**src/fcp_params.svh**
```systemverilog
// Register offsets, field positions, reset values and widths of the four-channel PWM.
`ifndef FCP_PARAMS_SVH
`define FCP_PARAMS_SVH

// ==========================================================================
// Register byte addresses
// ==========================================================================
`define FCP_ADDR_CLK      8'h40
`define FCP_ADDR_POL      8'h41
`define FCP_ADDR_EN       8'h42
`define FCP_ADDR_PRES     8'h43
`define FCP_ADDR_SCAL0    8'h44
`define FCP_ADDR_SCNT0    8'h45
`define FCP_ADDR_SCAL1    8'h46
`define FCP_ADDR_SCNT1    8'h47
`define FCP_ADDR_CNT0     8'h48
`define FCP_ADDR_PER0     8'h4C
`define FCP_ADDR_DTY0     8'h50
`define FCP_ADDR_CTL      8'h54
`define FCP_ADDR_PDAT     8'h56
`define FCP_ADDR_PDIR     8'h57

// ==========================================================================
// Field positions
// ==========================================================================
`define FCP_JOIN_HI_BIT   7
`define FCP_JOIN_LO_BIT   6
`define FCP_PCKA_LSB      3
`define FCP_PCKB_LSB      0
`define FCP_SEL_LSB       4
`define FCP_POL_LSB       0
`define FCP_CENTER_BIT    0

// ==========================================================================
// Reset values and widths
// ==========================================================================
`define FCP_RST_ZERO      8'h00
`define FCP_RST_PER       8'hFF
`define FCP_RST_DTY       8'hFF
`define FCP_PRES_W        7

`endif

```
**src/fcp_pkg.sv**
```systemverilog
// Shared types of the four-channel PWM.
package fcp_pkg;

  // Count direction of a center-aligned counter.
  typedef enum logic [1:0] {
    FCP_UP   = 2'b01,
    FCP_DOWN = 2'b10
  } fcp_dir_e;

endpackage

```
**src/fcp_top.sv**
```systemverilog
// Four-channel PWM with prescaler, scalers, pair joining and port pin sharing.
// Operation
// - Four 8-bit channels, or two 16-bit, or one 16-bit plus two 8-bit.
// - Each channel has own period, duty and counter making a continuous waveform.
// - Duty settings reach every ratio from fully off to fully on.
// - Outputs are left-aligned or center-aligned.
// - Enabled channel takes new period/duty only at rollover, on a counter write or on disable.
// - Disabled channel writes update buffer and active value together.
// - Counter write clears the counter and loads buffered period and duty.
// - Software can read each channel counter.
// - Enabled channel owns its pin, except the low channel of a joined pair; unused pins stay general I/O.
// - Join of pair 2/3: channel 2 high byte, channel 3 clock, pin 2 output.
// - Join of pair 0/1: channel 0 high byte, channel 1 clock, pin 0 output.
// - Clock A is base clock divided by two to the three-bit code.
// - Clock B uses its own three-bit code with the same encoding.
// - Select bit picks A or S0 for channels 0/1, B or S1 for 2/3.
// - Polarity bits act only in left-aligned operation.
// - Polarity 0 starts low, rises at duty; polarity 1 starts high, falls.
// - Left-aligned duty counts low time at polarity 0, high time at 1.
// - S0 is clock A divided by scale 0 plus one, then by two.
// - S1 is clock B divided by scale 1 plus one, then by two.
// - Enable forces pin to output without touching its direction bit.
// - Enabled counter resumes from present count; disable never clears it.
`timescale 1ns/10ps
`include "fcp_params.svh"
module fcp_top (
  input  wire logic       core_clk,
  input  wire logic       rst_n,
  input  wire logic [7:0] addr,
  input  wire logic [7:0] wr_data,
  input  wire logic       wr_en,
  input  wire logic       rd_en,
  output logic [7:0]      rd_data,
  input  wire logic [3:0] port_in,
  output logic [3:0]      port_out,
  output logic [3:0]      port_oe_n
);

  // ==========================================================================
  // Register storage
  // ==========================================================================
  logic [7:0] clock_join_reg;
  logic [7:0] clock_sel_polarity_reg;
  logic [3:0] channel_enable_bits;
  logic [7:0] scale_value_0;
  logic [7:0] scale_value_1;
  logic       center_align_sel;
  logic [3:0] port_data;
  logic [3:0] port_dir;
  logic [7:0] per_buf [4];
  logic [7:0] dty_buf [4];
  logic [7:0] cnt_all [4];
  logic [3:0] wave;
  logic [3:0] pwm_drive;
  logic [7:0] rd_mux;

  logic                   tick_a;
  logic                   tick_b;
  logic [`FCP_PRES_W-1:0] pres;
  logic                   tick_s0;
  logic                   tick_s1;
  logic [7:0]             scnt0;
  logic [7:0]             scnt1;
  logic [1:0]             base_tick;
  logic [1:0]             scaled_tick;

  always_ff @(posedge core_clk) begin
    if (!rst_n) begin
      clock_join_reg         <= `FCP_RST_ZERO;
      clock_sel_polarity_reg <= `FCP_RST_ZERO;
      channel_enable_bits    <= 4'h0;
      scale_value_0          <= `FCP_RST_ZERO;
      scale_value_1          <= `FCP_RST_ZERO;
      center_align_sel       <= 1'b0;
      port_data              <= 4'h0;
      port_dir               <= 4'h0;
    end else if (wr_en) begin
      unique case (addr)
        `FCP_ADDR_CLK:   clock_join_reg         <= wr_data;
        `FCP_ADDR_POL:   clock_sel_polarity_reg <= wr_data;
        `FCP_ADDR_EN:    channel_enable_bits    <= wr_data[3:0];
        `FCP_ADDR_SCAL0: scale_value_0          <= wr_data;
        `FCP_ADDR_SCAL1: scale_value_1          <= wr_data;
        `FCP_ADDR_CTL:   center_align_sel       <= wr_data[`FCP_CENTER_BIT];
        `FCP_ADDR_PDAT:  port_data              <= wr_data[3:0];
        `FCP_ADDR_PDIR:  port_dir               <= wr_data[3:0];
        default: ;
      endcase
    end
  end

  // Buffers always take the write; reading them returns the last value written.
  always_ff @(posedge core_clk) begin
    if (!rst_n) begin
      for (int k = 0; k < 4; k++) begin
        per_buf[k] <= `FCP_RST_PER;
        dty_buf[k] <= `FCP_RST_DTY;
      end
    end else if (wr_en) begin
      for (int k = 0; k < 4; k++) begin
        if (addr == 8'(`FCP_ADDR_PER0 + k)) begin
          per_buf[k] <= wr_data;
        end
        if (addr == 8'(`FCP_ADDR_DTY0 + k)) begin
          dty_buf[k] <= wr_data;
        end
      end
    end
  end

  // ==========================================================================
  // Clock sources
  // ==========================================================================
  fcp_clkgen u_clkgen (
    .core_clk (core_clk),
    .rst_n    (rst_n),
    .run      (|channel_enable_bits),
    .code_a   (clock_join_reg[`FCP_PCKA_LSB +: 3]),
    .code_b   (clock_join_reg[`FCP_PCKB_LSB +: 3]),
    .tick_a   (tick_a),
    .tick_b   (tick_b),
    .pres     (pres)
  );

  fcp_scaler u_scaler0 (
    .core_clk (core_clk),
    .rst_n    (rst_n),
    .tick_in  (tick_a),
    .load     (wr_en && (addr == `FCP_ADDR_SCAL0)),
    .scale    (wr_en && (addr == `FCP_ADDR_SCAL0) ? wr_data : scale_value_0),
    .tick_out (tick_s0),
    .count    (scnt0)
  );

  fcp_scaler u_scaler1 (
    .core_clk (core_clk),
    .rst_n    (rst_n),
    .tick_in  (tick_b),
    .load     (wr_en && (addr == `FCP_ADDR_SCAL1)),
    .scale    (wr_en && (addr == `FCP_ADDR_SCAL1) ? wr_data : scale_value_1),
    .tick_out (tick_s1),
    .count    (scnt1)
  );

  assign base_tick   = {tick_b, tick_a};
  assign scaled_tick = {tick_s1, tick_s0};

  // ==========================================================================
  // Counter step shared by 8-bit and joined 16-bit channels
  // ==========================================================================
  // Returns {rollover, count down, next count}.
  function automatic logic [17:0] fcp_step(input logic [15:0] c,
                                           input logic [15:0] p,
                                           input logic        dn,
                                           input logic        ctr);
    logic [15:0] n;
    logic        d;
    logic        r;
    n = c;
    d = dn;
    r = 1'b0;
    if (!ctr) begin
      d = 1'b0;
      if (c >= p) begin
        n = 16'h0000;
        r = 1'b1;
      end else begin
        n = c + 16'h0001;
      end
    end else if (!dn) begin
      if (c >= p) begin
        d = 1'b1;
        n = (c == 16'h0000) ? c : c - 16'h0001;
      end else begin
        n = c + 16'h0001;
      end
    end else begin
      if (c == 16'h0000) begin
        d = 1'b0;
        r = 1'b1;
        n = (p == 16'h0000) ? 16'h0000 : 16'h0001;
      end else begin
        n = c - 16'h0001;
      end
    end
    return {r, d, n};
  endfunction

  // Left-aligned level follows polarity; center-aligned ignores it.
  function automatic logic fcp_level(input logic [15:0] c,
                                     input logic [15:0] d,
                                     input logic        pol,
                                     input logic        ctr);
    if (ctr) begin
      return c < d;
    end
    return pol ? (c < d) : (c >= d);
  endfunction

  // ==========================================================================
  // Channel pairs: high channel 2p, low channel 2p+1
  // ==========================================================================
  for (genvar p = 0; p < 2; p++) begin : g_pair
    localparam int H = 2 * p;
    localparam int L = 2 * p + 1;
    localparam int JB = (p == 0) ? `FCP_JOIN_LO_BIT : `FCP_JOIN_HI_BIT;

    logic              join_on;
    logic [7:0]        cnt     [2];
    logic [7:0]        per_act [2];
    logic [7:0]        dty_act [2];
    fcp_pkg::fcp_dir_e dir     [2];
    logic [1:0]        lvl;
    logic [1:0]        tick;
    logic [1:0]        en;
    logic [17:0]       step8   [2];
    logic [17:0]       step16;
    logic              tick16;
    logic [15:0]       cnt16;
    logic [15:0]       per16;
    logic [15:0]       dty16;

    assign join_on = clock_join_reg[JB];
    assign en      = {channel_enable_bits[L], channel_enable_bits[H]};
    for (genvar k = 0; k < 2; k++) begin : g_tick
      // Each channel runs only while enabled, on the source its select bit picks.
      assign tick[k] = en[k] && (clock_sel_polarity_reg[`FCP_SEL_LSB + H + k]
                                 ? scaled_tick[p] : base_tick[p]);
      assign step8[k] = fcp_step({8'h00, cnt[k]}, {8'h00, per_act[k]},
                                 dir[k] == fcp_pkg::FCP_DOWN, center_align_sel);
    end

    // Joined: the low channel's clock, gated by the high channel's enable.
    assign tick16 = en[0] && (clock_sel_polarity_reg[`FCP_SEL_LSB + L]
                              ? scaled_tick[p] : base_tick[p]);
    assign cnt16  = {cnt[0], cnt[1]};
    assign per16  = {per_act[0], per_act[1]};
    assign dty16  = {dty_act[0], dty_act[1]};
    assign step16 = fcp_step(cnt16, per16, dir[0] == fcp_pkg::FCP_DOWN, center_align_sel);

    always_ff @(posedge core_clk) begin
      if (!rst_n) begin
        for (int k = 0; k < 2; k++) begin
          cnt[k]     <= 8'h00;
          per_act[k] <= `FCP_RST_PER;
          dty_act[k] <= `FCP_RST_DTY;
          dir[k]     <= fcp_pkg::FCP_UP;
        end
        lvl <= 2'b00;
      end else begin
        if (join_on) begin
          if (tick16) begin
            {cnt[0], cnt[1]} <= step16[15:0];
            dir[0] <= step16[16] ? fcp_pkg::FCP_DOWN : fcp_pkg::FCP_UP;
            if (step16[17]) begin
              for (int k = 0; k < 2; k++) begin
                per_act[k] <= per_buf[H + k];
                dty_act[k] <= dty_buf[H + k];
              end
            end
          end
          lvl[0] <= fcp_level(cnt16, dty16, clock_sel_polarity_reg[`FCP_POL_LSB + H],
                              center_align_sel);
          lvl[1] <= 1'b0;
        end else begin
          for (int k = 0; k < 2; k++) begin
            if (tick[k]) begin
              cnt[k] <= step8[k][7:0];
              dir[k] <= step8[k][16] ? fcp_pkg::FCP_DOWN : fcp_pkg::FCP_UP;
              if (step8[k][17]) begin
                per_act[k] <= per_buf[H + k];
                dty_act[k] <= dty_buf[H + k];
              end
            end
            lvl[k] <= fcp_level({8'h00, cnt[k]}, {8'h00, dty_act[k]},
                                clock_sel_polarity_reg[`FCP_POL_LSB + H + k],
                                center_align_sel);
          end
        end
        // A disabled channel's latches track the buffer, taking a write at once.
        for (int k = 0; k < 2; k++) begin
          if (!en[join_on ? 0 : k]) begin
            per_act[k] <= (wr_en && addr == 8'(`FCP_ADDR_PER0 + H + k))
                          ? wr_data : per_buf[H + k];
            dty_act[k] <= (wr_en && addr == 8'(`FCP_ADDR_DTY0 + H + k))
                          ? wr_data : dty_buf[H + k];
          end
        end
        // Counter write wins over counting; joined, either byte clears both.
        for (int k = 0; k < 2; k++) begin
          if (wr_en && (addr == 8'(`FCP_ADDR_CNT0 + H + k))) begin
            for (int j = 0; j < 2; j++) begin
              if (join_on || j == k) begin
                cnt[j]     <= 8'h00;
                dir[j]     <= fcp_pkg::FCP_UP;
                per_act[j] <= per_buf[H + j];
                dty_act[j] <= dty_buf[H + j];
              end
            end
          end
        end
      end
    end

    assign cnt_all[H]   = cnt[0];
    assign cnt_all[L]   = cnt[1];
    assign wave[H]      = lvl[0];
    assign wave[L]      = lvl[1];
    assign pwm_drive[H] = en[0];
    assign pwm_drive[L] = en[1] && !join_on;
  end

  // ==========================================================================
  // Port pins
  // ==========================================================================
  // The direction bit is never changed by an enable, only overridden.
  assign port_out  = (pwm_drive & wave) | (~pwm_drive & port_data);
  assign port_oe_n = ~(pwm_drive | port_dir);

  // ==========================================================================
  // Read back
  // ==========================================================================
  always_comb begin
    rd_mux = 8'h00;
    unique case (addr)
      `FCP_ADDR_CLK:   rd_mux = clock_join_reg;
      `FCP_ADDR_POL:   rd_mux = clock_sel_polarity_reg;
      `FCP_ADDR_EN:    rd_mux = {4'h0, channel_enable_bits};
      `FCP_ADDR_PRES:  rd_mux = {1'b0, pres};
      `FCP_ADDR_SCAL0: rd_mux = scale_value_0;
      `FCP_ADDR_SCNT0: rd_mux = scnt0;
      `FCP_ADDR_SCAL1: rd_mux = scale_value_1;
      `FCP_ADDR_SCNT1: rd_mux = scnt1;
      `FCP_ADDR_CTL:   rd_mux = {7'h00, center_align_sel};
      `FCP_ADDR_PDAT:  rd_mux = {4'h0, (port_dir & port_data) | (~port_dir & port_in)};
      `FCP_ADDR_PDIR:  rd_mux = {4'h0, port_dir};
      default:         rd_mux = 8'h00;
    endcase
    for (int k = 0; k < 4; k++) begin
      if (addr == 8'(`FCP_ADDR_CNT0 + k)) begin
        rd_mux = cnt_all[k];
      end
      if (addr == 8'(`FCP_ADDR_PER0 + k)) begin
        rd_mux = per_buf[k];
      end
      if (addr == 8'(`FCP_ADDR_DTY0 + k)) begin
        rd_mux = dty_buf[k];
      end
    end
  end

  // Read data stand only in the cycle after the strobe; zero otherwise.
  always_ff @(posedge core_clk) begin
    if (!rst_n) begin
      rd_data <= 8'h00;
    end else begin
      rd_data <= rd_en ? rd_mux : 8'h00;
    end
  end

endmodule // fcp_top

```
**src/fcp_scaler.sv**
```systemverilog
// Scaled clock divider: divides an input tick by (scale + 1) and then by two.
`timescale 1ns/10ps
module fcp_scaler (
  input  wire logic       core_clk,
  input  wire logic       rst_n,
  input  wire logic       tick_in,
  input  wire logic       load,
  input  wire logic [7:0] scale,
  output logic            tick_out,
  output logic [7:0]      count
);

  logic half;

  // A tick leaves on every second underflow, which gives the final halving.
  assign tick_out = tick_in && (count == 8'h00) && half;

  always_ff @(posedge core_clk) begin
    if (!rst_n) begin
      count <= 8'h00;
      half  <= 1'b0;
    end else if (load) begin
      count <= scale;
      half  <= 1'b0;
    end else if (tick_in) begin
      if (count == 8'h00) begin
        count <= scale;
        half  <= ~half;
      end else begin
        count <= count - 8'h01;
      end
    end
  end

endmodule // fcp_scaler

```
**src/fcp_clkgen.sv**
```systemverilog
// Prescaler that derives clock A and clock B enables from the module clock.
`timescale 1ns/10ps
`include "fcp_params.svh"
module fcp_clkgen (
  input  wire logic                   core_clk,
  input  wire logic                   rst_n,
  input  wire logic                   run,
  input  wire logic [2:0]             code_a,
  input  wire logic [2:0]             code_b,
  output logic                        tick_a,
  output logic                        tick_b,
  output logic [`FCP_PRES_W-1:0]      pres
);

  logic [`FCP_PRES_W-1:0] mask_a;
  logic [`FCP_PRES_W-1:0] mask_b;

  // Divide by two to the code: the tick fires when the low code bits are all ones.
  assign mask_a = `FCP_PRES_W'((8'h01 << code_a) - 8'h01);
  assign mask_b = `FCP_PRES_W'((8'h01 << code_b) - 8'h01);
  assign tick_a = run && ((pres & mask_a) == mask_a);
  assign tick_b = run && ((pres & mask_b) == mask_b);

  // The counter stops while no channel is enabled, to save power.
  always_ff @(posedge core_clk) begin
    if (!rst_n) begin
      pres <= '0;
    end else if (run) begin
      pres <= pres + `FCP_PRES_W'(1);
    end
  end

endmodule // fcp_clkgen

```
**config.mk**
```make
export PLATFORM = sky130hd
export DESIGN_NAME = fcp_top
export DESIGN_NICKNAME = d
export VERILOG_FILES = /design/src/fcp_pkg.sv /design/src/fcp_top.sv /design/src/fcp_scaler.sv /design/src/fcp_clkgen.sv
export VERILOG_INCLUDE_DIRS = /design/src /design/src/src
export SDC_FILE = /design/constraint.sdc
export NUM_CORES = 1
export LEC_CHECK = 0
export BUFFER_PORTS_ARGS = -buffer_cell sky130_fd_sc_hd__buf_2
export CAP_MARGIN = 20
export CORE_ASPECT_RATIO = 1.4
export CORE_MARGIN = 1.5
export CORE_UTILIZATION = 50
export DETAILED_ROUTE_END_ITERATION = 8
export PLACE_DENSITY = 0.69
export RECOVER_POWER = 50
export SLEW_MARGIN = 25
export SYNTH_ARGS = -nofsm -noshare
export SYNTH_HDL_FRONTEND = slang
export SYNTH_SLANG_ARGS = --single-unit
```
**constraint.sdc**
```tcl
create_clock -name core_clk -period 3.5 [get_ports core_clk]
set_input_delay 0.175 -clock core_clk [delete_from_list [all_inputs] [get_ports core_clk]]
set_output_delay 0.175 -clock core_clk [all_outputs]
set_load 0.05 [all_outputs]
```
==> metrics.md, run 1 <==
| Metric | Value |
|---|---|
| Status | `finished with violations` |
| Failing checks | `capacitance limit, slew limit, setup timing` |
| GP Congestion | `about 1.0` |
| Clk root buf | `clkbuf_16` |
| Clock Path Buffers | `3` |
| Post-synth EDFFs | `128` |
| Crit start category | `input port` |
| DR top layer | `met4` |
| Worst path required time | `3990 ps` |
| Pre-Repair DR Iteration Count | `9` |
| Final hold violation count | `0` |
| Netlist cell types | `103` |
| VDD IR max | `370 uV` |
| CTS tree | `built` |
| Metal2 WL | `30.9 mm` |
| Final-report setup violation count | `1` |
| Final WL | `just under 70 mm` |
| Int Power | `5.07 mW` |
| Final HPWL DP | `49.1 mm` |
| Final worst path period share | `100%` |
| Setup ws final | `-4.42 ps` |
| Hold Path Cell Cnt | `3` |
| CTS resizes | `0` |
| Core ar. | `0.0351 mm^2` |
| Post-synthesis cell count | `2,148` |
| Filler Cell Count | `3,243` |
| Pleak | `7.63 nW` |
| Total grt overflow | `0` |
| Crit path arrival time | `between 3000 and 4000 ps` |
| Final Skew | `~14 ps` |
| Min Hold Slack | `124 ps` |
| Hold endpoint | `scale_value_0[4]` |
| Share of layout cells above drive strength 1 | `10.6%` |
| IO Pins | `40` |
| 1st-iter DRT viols | `2,185` |
| Critical Path Fanout Max | `27` |
| RSZ-0062 raised after global routing | `false` |
| Routed length on met1 | `23.9 mm` |
| Final Net Count | `2,304` |
| CTS Buf Count | `28` |
| Wire per inst | `25.3 um` |
| Worst Setup Path Type | `input port to register` |
| # Post-CTS Setup Buffers | `0` |
| Synth top area share | `a little over a fifth` |
| Synthesized Nets | `2,255` |
| PwrDens | `roughly 350 mW/mm^2` |
| First-pass GRT wire length | `just over 100 mm` |
| Chip Height | `226 um` |
| Largest net degree at the start of global routing | `47` |
| Drt via density | `6.88` |
| Antenna-violating nets left | `0` |
| Vias post-DR | `18.4k` |
| Worst reg2reg setup slack | `between 200 and 300 ps` |
| Total Routing Usage GR | `36.7%` |
| Worst min-delay path class | `input port to register` |
| Die area | `approximately 0.037 mm^2` |
| Area Growth Syn to Fin | `11.2%` |
| Setup_tns | `-4.42 ps` |
| Clock transition at the registers of the reported paths | `60 ps` |
| Initial antenna violation count | `0` |
| Yosys warns | `0` |
| Hold path startpoint | `wr_data[4]` |
| Syn Area/Cell | `~8.3 um^2` |
| Relative slew slack | `-44.3%` |
| Std-Cell Rows | `81` |
| Flop and latch count out of synthesis | `250` |
| Reg2Reg Depth | `10` |
| F_max | `0.285 GHz` |
| Switching Share | `a little over a quarter` |
| FF-to-FF Start | `cnt_all[8]` |
| Sequential area share after synthesis | `35.2%` |
| Hold_buf cts | `2` |
| PortBufs | `39` |
| Largest area contributor in the netlist | `edfxtp_1` |
| Max cap viols | `2` |
| Worst Max-Slew Pin Slew | `between 2000 and 2500 ps` |
| FFs w/ async S/R, synth | `0%` |
| Logic pwr share | `9.1%` |
| # DRC | `0` |
| H-tree levels | `1` |
| WL met3 | `7.06 mm` |
| Tmin final | `3500 ps` |
| Netlist Area Pre-Place | `0.0178 mm^2` |
| Initial core utilization | `50.9%` |
| Setup crit end kind | `register` |
| Vias in the first global route | `17.5k` |
| Post-synth top flop | `edfxtp_1` |
| Clock latency on the worst-skew pair | `~570 ps` |
| Final Max Slew Viols | `78` |
| Top post-synthesis cells by area | `edfxtp_1 22%, dfxtp_1 14%, ha_1 5.8%` |
| Chip width | `163 um` |
| FF-to-FF End | `g_pair[1].dty_act[0][15]` |
| Power share of the clock group | `a little over two fifths` |
| Seq pwr share | `a little under half` |
| CTS Sinks | `250` |
| Switching power | `1.81 mW` |
worst max-delay path by stage:
stage                                   startpoint                       end  depth (start not counted)
after floorplan                         cnt_all[8]   g_pair[1].dty_act[0][0]                          9
after global placement                 cnt_all[19]          g_pair[0].lvl[0]                         10
after detailed placement  g_pair[0].per_act[0][13]               cnt_all[27]                         11
after CTS                               cnt_all[8]  g_pair[1].dty_act[0][15]                         10
after global routing                       addr[4]                rd_data[5]                          9
final                                      addr[4]                rd_data[3]                         10
per-stage QoR:
step,cell area (um^2),std cells,power (mW),utilization (%),worst slack [ps]
2_1_floorplan,17800,2148,3.65,-,30.9
3_3_place_gp,19000,2621,3.89,54.1,141
3_5_place_dp,19000,2621,3.90,54.1,371
4_1_cts,19900,2675,6.89,56.8,324
5_1_grt,19800,2675,7.04,56.6,96.2
6_report,19800,2676,6.88,56.6,-4.42
critical path, stage by stage:
cell and delay (ps):
clkbuf_1 100, or4b_4 560, nor2_1 110, clkbuf_1 940, a22oi_1 300, nand3_1 230, a2111oi_0 100, o31ai_1 1050
o21ai_1 190, a21oi_1 230
layout by cell type (no fill, tap or decap), types with 20 or more instances in the layout:
master,instances
nand2_1,260
nor2_1,199
a21oi_1,133
edfxtp_1,128
dfxtp_1,121
o21ai_0,113
buf_4,100
inv_1,91
ha_1,83
nand3_1,77
o22a_1,58
mux2i_1,58
nor3_1,53
and3_1,41
o22ai_1,39
clkbuf_1,37
nand2b_1,36
clkbuf_16,30
a211oi_1,29
nand4_1,29
nor4_1,28
a22oi_1,28
buf_2,26
a31oi_1,25
or3_1,20
xnor2_1,20
logic make-up after synthesis:
kind of cell	Yosys count	share of synthesized area (%)
flip-flops	250	35.2
adder cells (fa/ha/maj)	83	5.82
XOR/XNOR	32	1.57
AO/OA/AOI/OAI	658	25.8
multiplexers	67	3.97
buffers and inverters	235	5.13
AND/OR/NAND/NOR	823	22.5
power groups by stage:
| stage | clock network [mW] | logic (mW) | registers (mW) |
|---|---|---|---|
| floorplan | 0 | 0.386 | 3.26 |
| global placement | 0 | 0.594 | 3.29 |
| detailed placement | 0 | 0.605 | 3.29 |
| CTS | 3.05 | 0.611 | 3.23 |
| global route | 3.13 | 0.671 | 3.24 |
| finish | 3.02 | 0.628 | 3.24 |
cells in the mapped netlist, drive strengths merged, types with 39 or more instances:
cell type and n:
mux2i 58, nor2 203, nand2 262, nor3 57, inv 90, o22ai 39
clkbuf 109, dfxtp 122, o22a 58, a21oi 136, o21ai 131, ha 83
nand3 78, and3 41, edfxtp 128
final cells by class:
| type | instances | area [um^2] | share of cell area, % |
|---|---|---|---|
| multi-input combinational | 1663 | 10600 | 53.6 |
| sequential | 250 | 6290 | 31.7 |
| timing repair buffer | 161 | 1060 | 5.33 |
| clock buffer | 39 | 815 | 4.11 |
| tap | 456 | 571 | 2.88 |
| inverter | 93 | 349 | 1.76 |
| clock inverter | 13 | 115 | 0.580 |
| antenna | 1 | 2.50 | 0.0126 |
per-layer routing:
metal / up-vias / GRT usage, %
li1: 8169 / -
met5: - / 0
met4: 0 / 26.2
met3: 374 / 6.15
met1: 8568 / 43.6
met2: 1298 / 60.1
Power figures use the tool's default switching activity.
==> run 2: changes to the inputs <==
--- a/config.mk
+++ b/config.mk
@@ -14,3 +14,4 @@
 export DETAILED_ROUTE_END_ITERATION = 8
-export PLACE_DENSITY = 0.69
+export MAX_ROUTING_LAYER = met4
+export PLACE_DENSITY = 0.71
 export RECOVER_POWER = 50
--- a/constraint.sdc
+++ b/constraint.sdc
@@ -3,2 +3,2 @@
 set_output_delay 0.175 -clock core_clk [all_outputs]
-set_load 0.05 [all_outputs]
+set_load 0.02 [all_outputs]
==> run 2 against run 1 <==
Net effect: the run ends with DRC, capacitance limit, slew limit left; final area grew 0.29%; largest cell class unchanged; die area is the same; via count shrank 0.90%; total power grew 1.4%; global-route usage grew 1.6 points; clock-buffer cell count grew 2.
==> metrics.md, run 2 (same netlist as run 1, synthesis figures left out) <==
| Metric | Value |
|---|---|
| Vias post-DR | `18.2k (-0.90%)` |
| Worst reg2reg setup slack | `330 ps (+70 ps)` |
| Vias in the first global route | `17.3k (-0.79%)` |
| CTS tree | `built` |
| Critical Path Fanout Max | `17 (-37%)` |
| Most frequent cells in the layout | `260 x nand2_1, 198 x nor2_1, 133 x a21oi_1` |
| # DRC | `1 (+1)` |
| Area Growth Syn to Fin | `11.5%` |
| CP Buf/Inv Count | `4 (+2)` |
| GP Congestion | `1.02 (+0.34%)` |
| Crit-path slowest cell | `clkbuf_1` |
| Logic pwr share | `9.0% (about the same)` |
| Clock Path Buffers | `3 (unchanged)` |
| Post-placement cell count | `2,625 (+0.15%)` |
| Commonest non-fill, non-tap cell in the layout | `nand2_1` |
| FF-to-FF Start | `u_scaler0.count[0]` |
| Pre-Repair DR Iteration Count | `8 (-1)` |
| Clock transition at the registers of the reported paths | `70 ps (about the same)` |
| Largest net degree at the start of global routing | `80 (+70%)` |
| Setup ws final | `296 ps (+300 ps)` |
| Failing checks | `DRC, capacitance limit, slew limit` |
| IO Pins | `40 (unchanged)` |
| Hold Path Cell Cnt | `3 (unchanged)` |
| Final worst path period share | `91.5% (-8.6 points)` |
| Die area | `0.0368 mm^2 (unchanged)` |
| Tmin final | `3200 ps (-300 ps)` |
| Switching Share | `25.9% (-0.46 points)` |
| Crit path arrival time | `3520 ps (-470 ps)` |
| Drt via density | `6.81 (-1.0%)` |
| Power share of the clock group | `44.6% (+0.7 points)` |
| Max cap viols | `1 (-1)` |
| Share of layout cells above drive strength 1 | `11.0% (+0.39 points)` |
| Cell Area, Placed | `0.0190 mm^2 (+0.15%)` |
| Fin util | `56.7% (+0.16 points)` |
| H-tree levels | `1 (unchanged)` |
| Antenna-violating nets left | `0 (unchanged)` |
| Final HPWL DP | `50.9 mm (+3.6%)` |
| Pleak | `7.67 nW (+0.54%)` |
| Relative slew slack | `-24.3% (+20 points)` |
| Initial core utilization | `50.9% (unchanged)` |
| Setup crit end kind | `register` |
| Initial antenna violation count | `0 (unchanged)` |
| Worst Setup Path Type | `input port to register` |
| Final WL | `69.1 mm (+2.0%)` |
| Clock latency on the worst-skew pair | `570 ps (about the same)` |
| Total Power | `6.98 mW (+1.4%)` |
| CP Cell Sequence | `dlygate4sd3_1 > buf_2 > buf_4 > clkbuf_1 > nand3_1 > a21oi_1 > mux2i_1 > nand2_1` |
| VDD IR max | `391 uV (+5.7%)` |
| Post-place setup slack | `245 ps (-126 ps)` |
| Switching power | `1.81 mW (-0.36%)` |
| First-pass GRT wire length | `104 mm (+1.0%)` |
| Std-Cell Rows | `81 (unchanged)` |
| Final Net Count | `2,308 (+0.17%)` |
| Area of the multi-input gates | `0.0106 mm^2 (about the same)` |
| Top delay family on crit path | `buffers and inverters` |
| Crit start category | `input port` |
| Total Routing Usage GR | `38.3% (+1.6 points)` |
| CTS Sinks | `250 (unchanged)` |
| Setup_tns | `0 ps (+4.42 ps)` |
| Seq pwr share | `46.4% (-0.6 points)` |
| Final hold violation count | `0 (unchanged)` |
| Finished Layout Cells | `2,679 (+0.11%)` |
| Final Skew | `13.2 ps (-1.10 ps)` |
| Int Power | `5.17 mW (+2.0%)` |
| Final-report setup violation count | `0 (-1)` |
| CP Launch Point | `rst_n` |
| CTS Buf Count | `28 (unchanged)` |
| Seq. cell area | `0.00629 mm^2 (unchanged)` |
| F_max | `0.312 GHz (+9.4%)` |
| PwrDens | `351 mW/mm^2 (+1.1%)` |
| Worst min-delay path class | `input port to register` |
| Total grt overflow | `0 (unchanged)` |
| Hold endpoint | `scale_value_0[4]` |
| Min Hold Slack | `117 ps (-6.70 ps)` |
| Clk root buf | `clkbuf_16` |
| Chip Height | `226 um (unchanged)` |
| Core ar. | `0.0351 mm^2 (unchanged)` |
| Hold path startpoint | `wr_data[4]` |
| Post-route cell area | `0.0199 mm^2 (+0.29%)` |
| Wire per inst | `25.8 um (+1.9%)` |
| Worst path required time | `3810 ps (-180 ps)` |
| Status | `finished with violations` |
| Chip width | `163 um (unchanged)` |
| Filler Cell Count | `3,256 (+0.40%)` |
| RSZ-0062 raised after global routing | `false` |
| PortBufs | `39 (unchanged)` |
| CP peak stage delay | `880 ps (-170 ps)` |
| 1st-iter DRT viols | `2,114 (-3.2%)` |
| FF-to-FF End | `g_pair[0].dty_act[0][0]` |
| Reg2Reg Depth | `10 (unchanged)` |
| Final Max Slew Viols | `80 (+2.6%)` |
| Worst Max-Slew Pin Slew | `1870 ps (-300 ps)` |
| # diodes | `0 (-1)` |
[run 2: cell types whose count changed in the layout (fill, tap and decap cells not counted), moves of 2 or more]
cell,change
clkbuf_8,+2
clkbuf_2,+2
clkbuf_1,-2
clkinv_2,+2
buf_4,+8
buf_2,-3
[run 2: metal layers]
metal | up-vias | share of wire (%) | GRT usage, %
li1 | 8175 | - | -
met1 | 8650 | 37 | 45.0
met2 | 1093 | 46 | 60.1
met3 | 326 | 8.7 | 5.43
met4 | 0 | 8.2 | 27.7
met5 | - | 0 | -
[run 2: tightest hold or removal path, stage by stage]
cell and delay [ps]:
buf_2 290, nand2_1 120, a21oi_1 60
[run 2: worst max path at each step]
stage | slack, ps | depth (start not counted) | to
finish | 300 | 8 | g_pair[0].per_act[0][0]
global route | 110 | 11 | cnt_all[31]
CTS | 250 | 11 | cnt_all[31]
detailed placement | 240 | 11 | cnt_all[31]
global placement | 360 | 11 | cnt_all[31]
floorplan | 30 | 9 | g_pair[1].dty_act[0][0]
[run 2: final cells by class]
| class | count | area share (%) |
|---|---|---|
| multi-input combinational | 1663 | 53.5 |
| sequential | 250 | 31.6 |
| timing repair buffer | 165 | 5.45 |
| clock buffer | 41 | 4.24 |
| tap | 456 | 2.87 |
| inverter | 93 | 1.75 |
| clock inverter | 11 | 0.579 |
[run 2: power groups by stage]
| stage | Sequential [mW] | Combinational, mW | Clock [mW] |
|---|---|---|---|
| after floorplan | 3.26 | 0.386 | 0 |
| after global placement | 3.30 | 0.598 | 0 |
| after detailed placement | 3.30 | 0.608 | 0 |
| after CTS | 3.23 | 0.614 | 3.13 |
| after global routing | 3.24 | 0.667 | 3.24 |
| final | 3.24 | 0.627 | 3.11 |
[run 2: timing repair]
item	CTS	global route
gates resized for setup	0	1
setup buffers	0	0
hold buffers	2	0
endpoints found under the hold margin	4	0
endpoints found under the setup margin	0	1
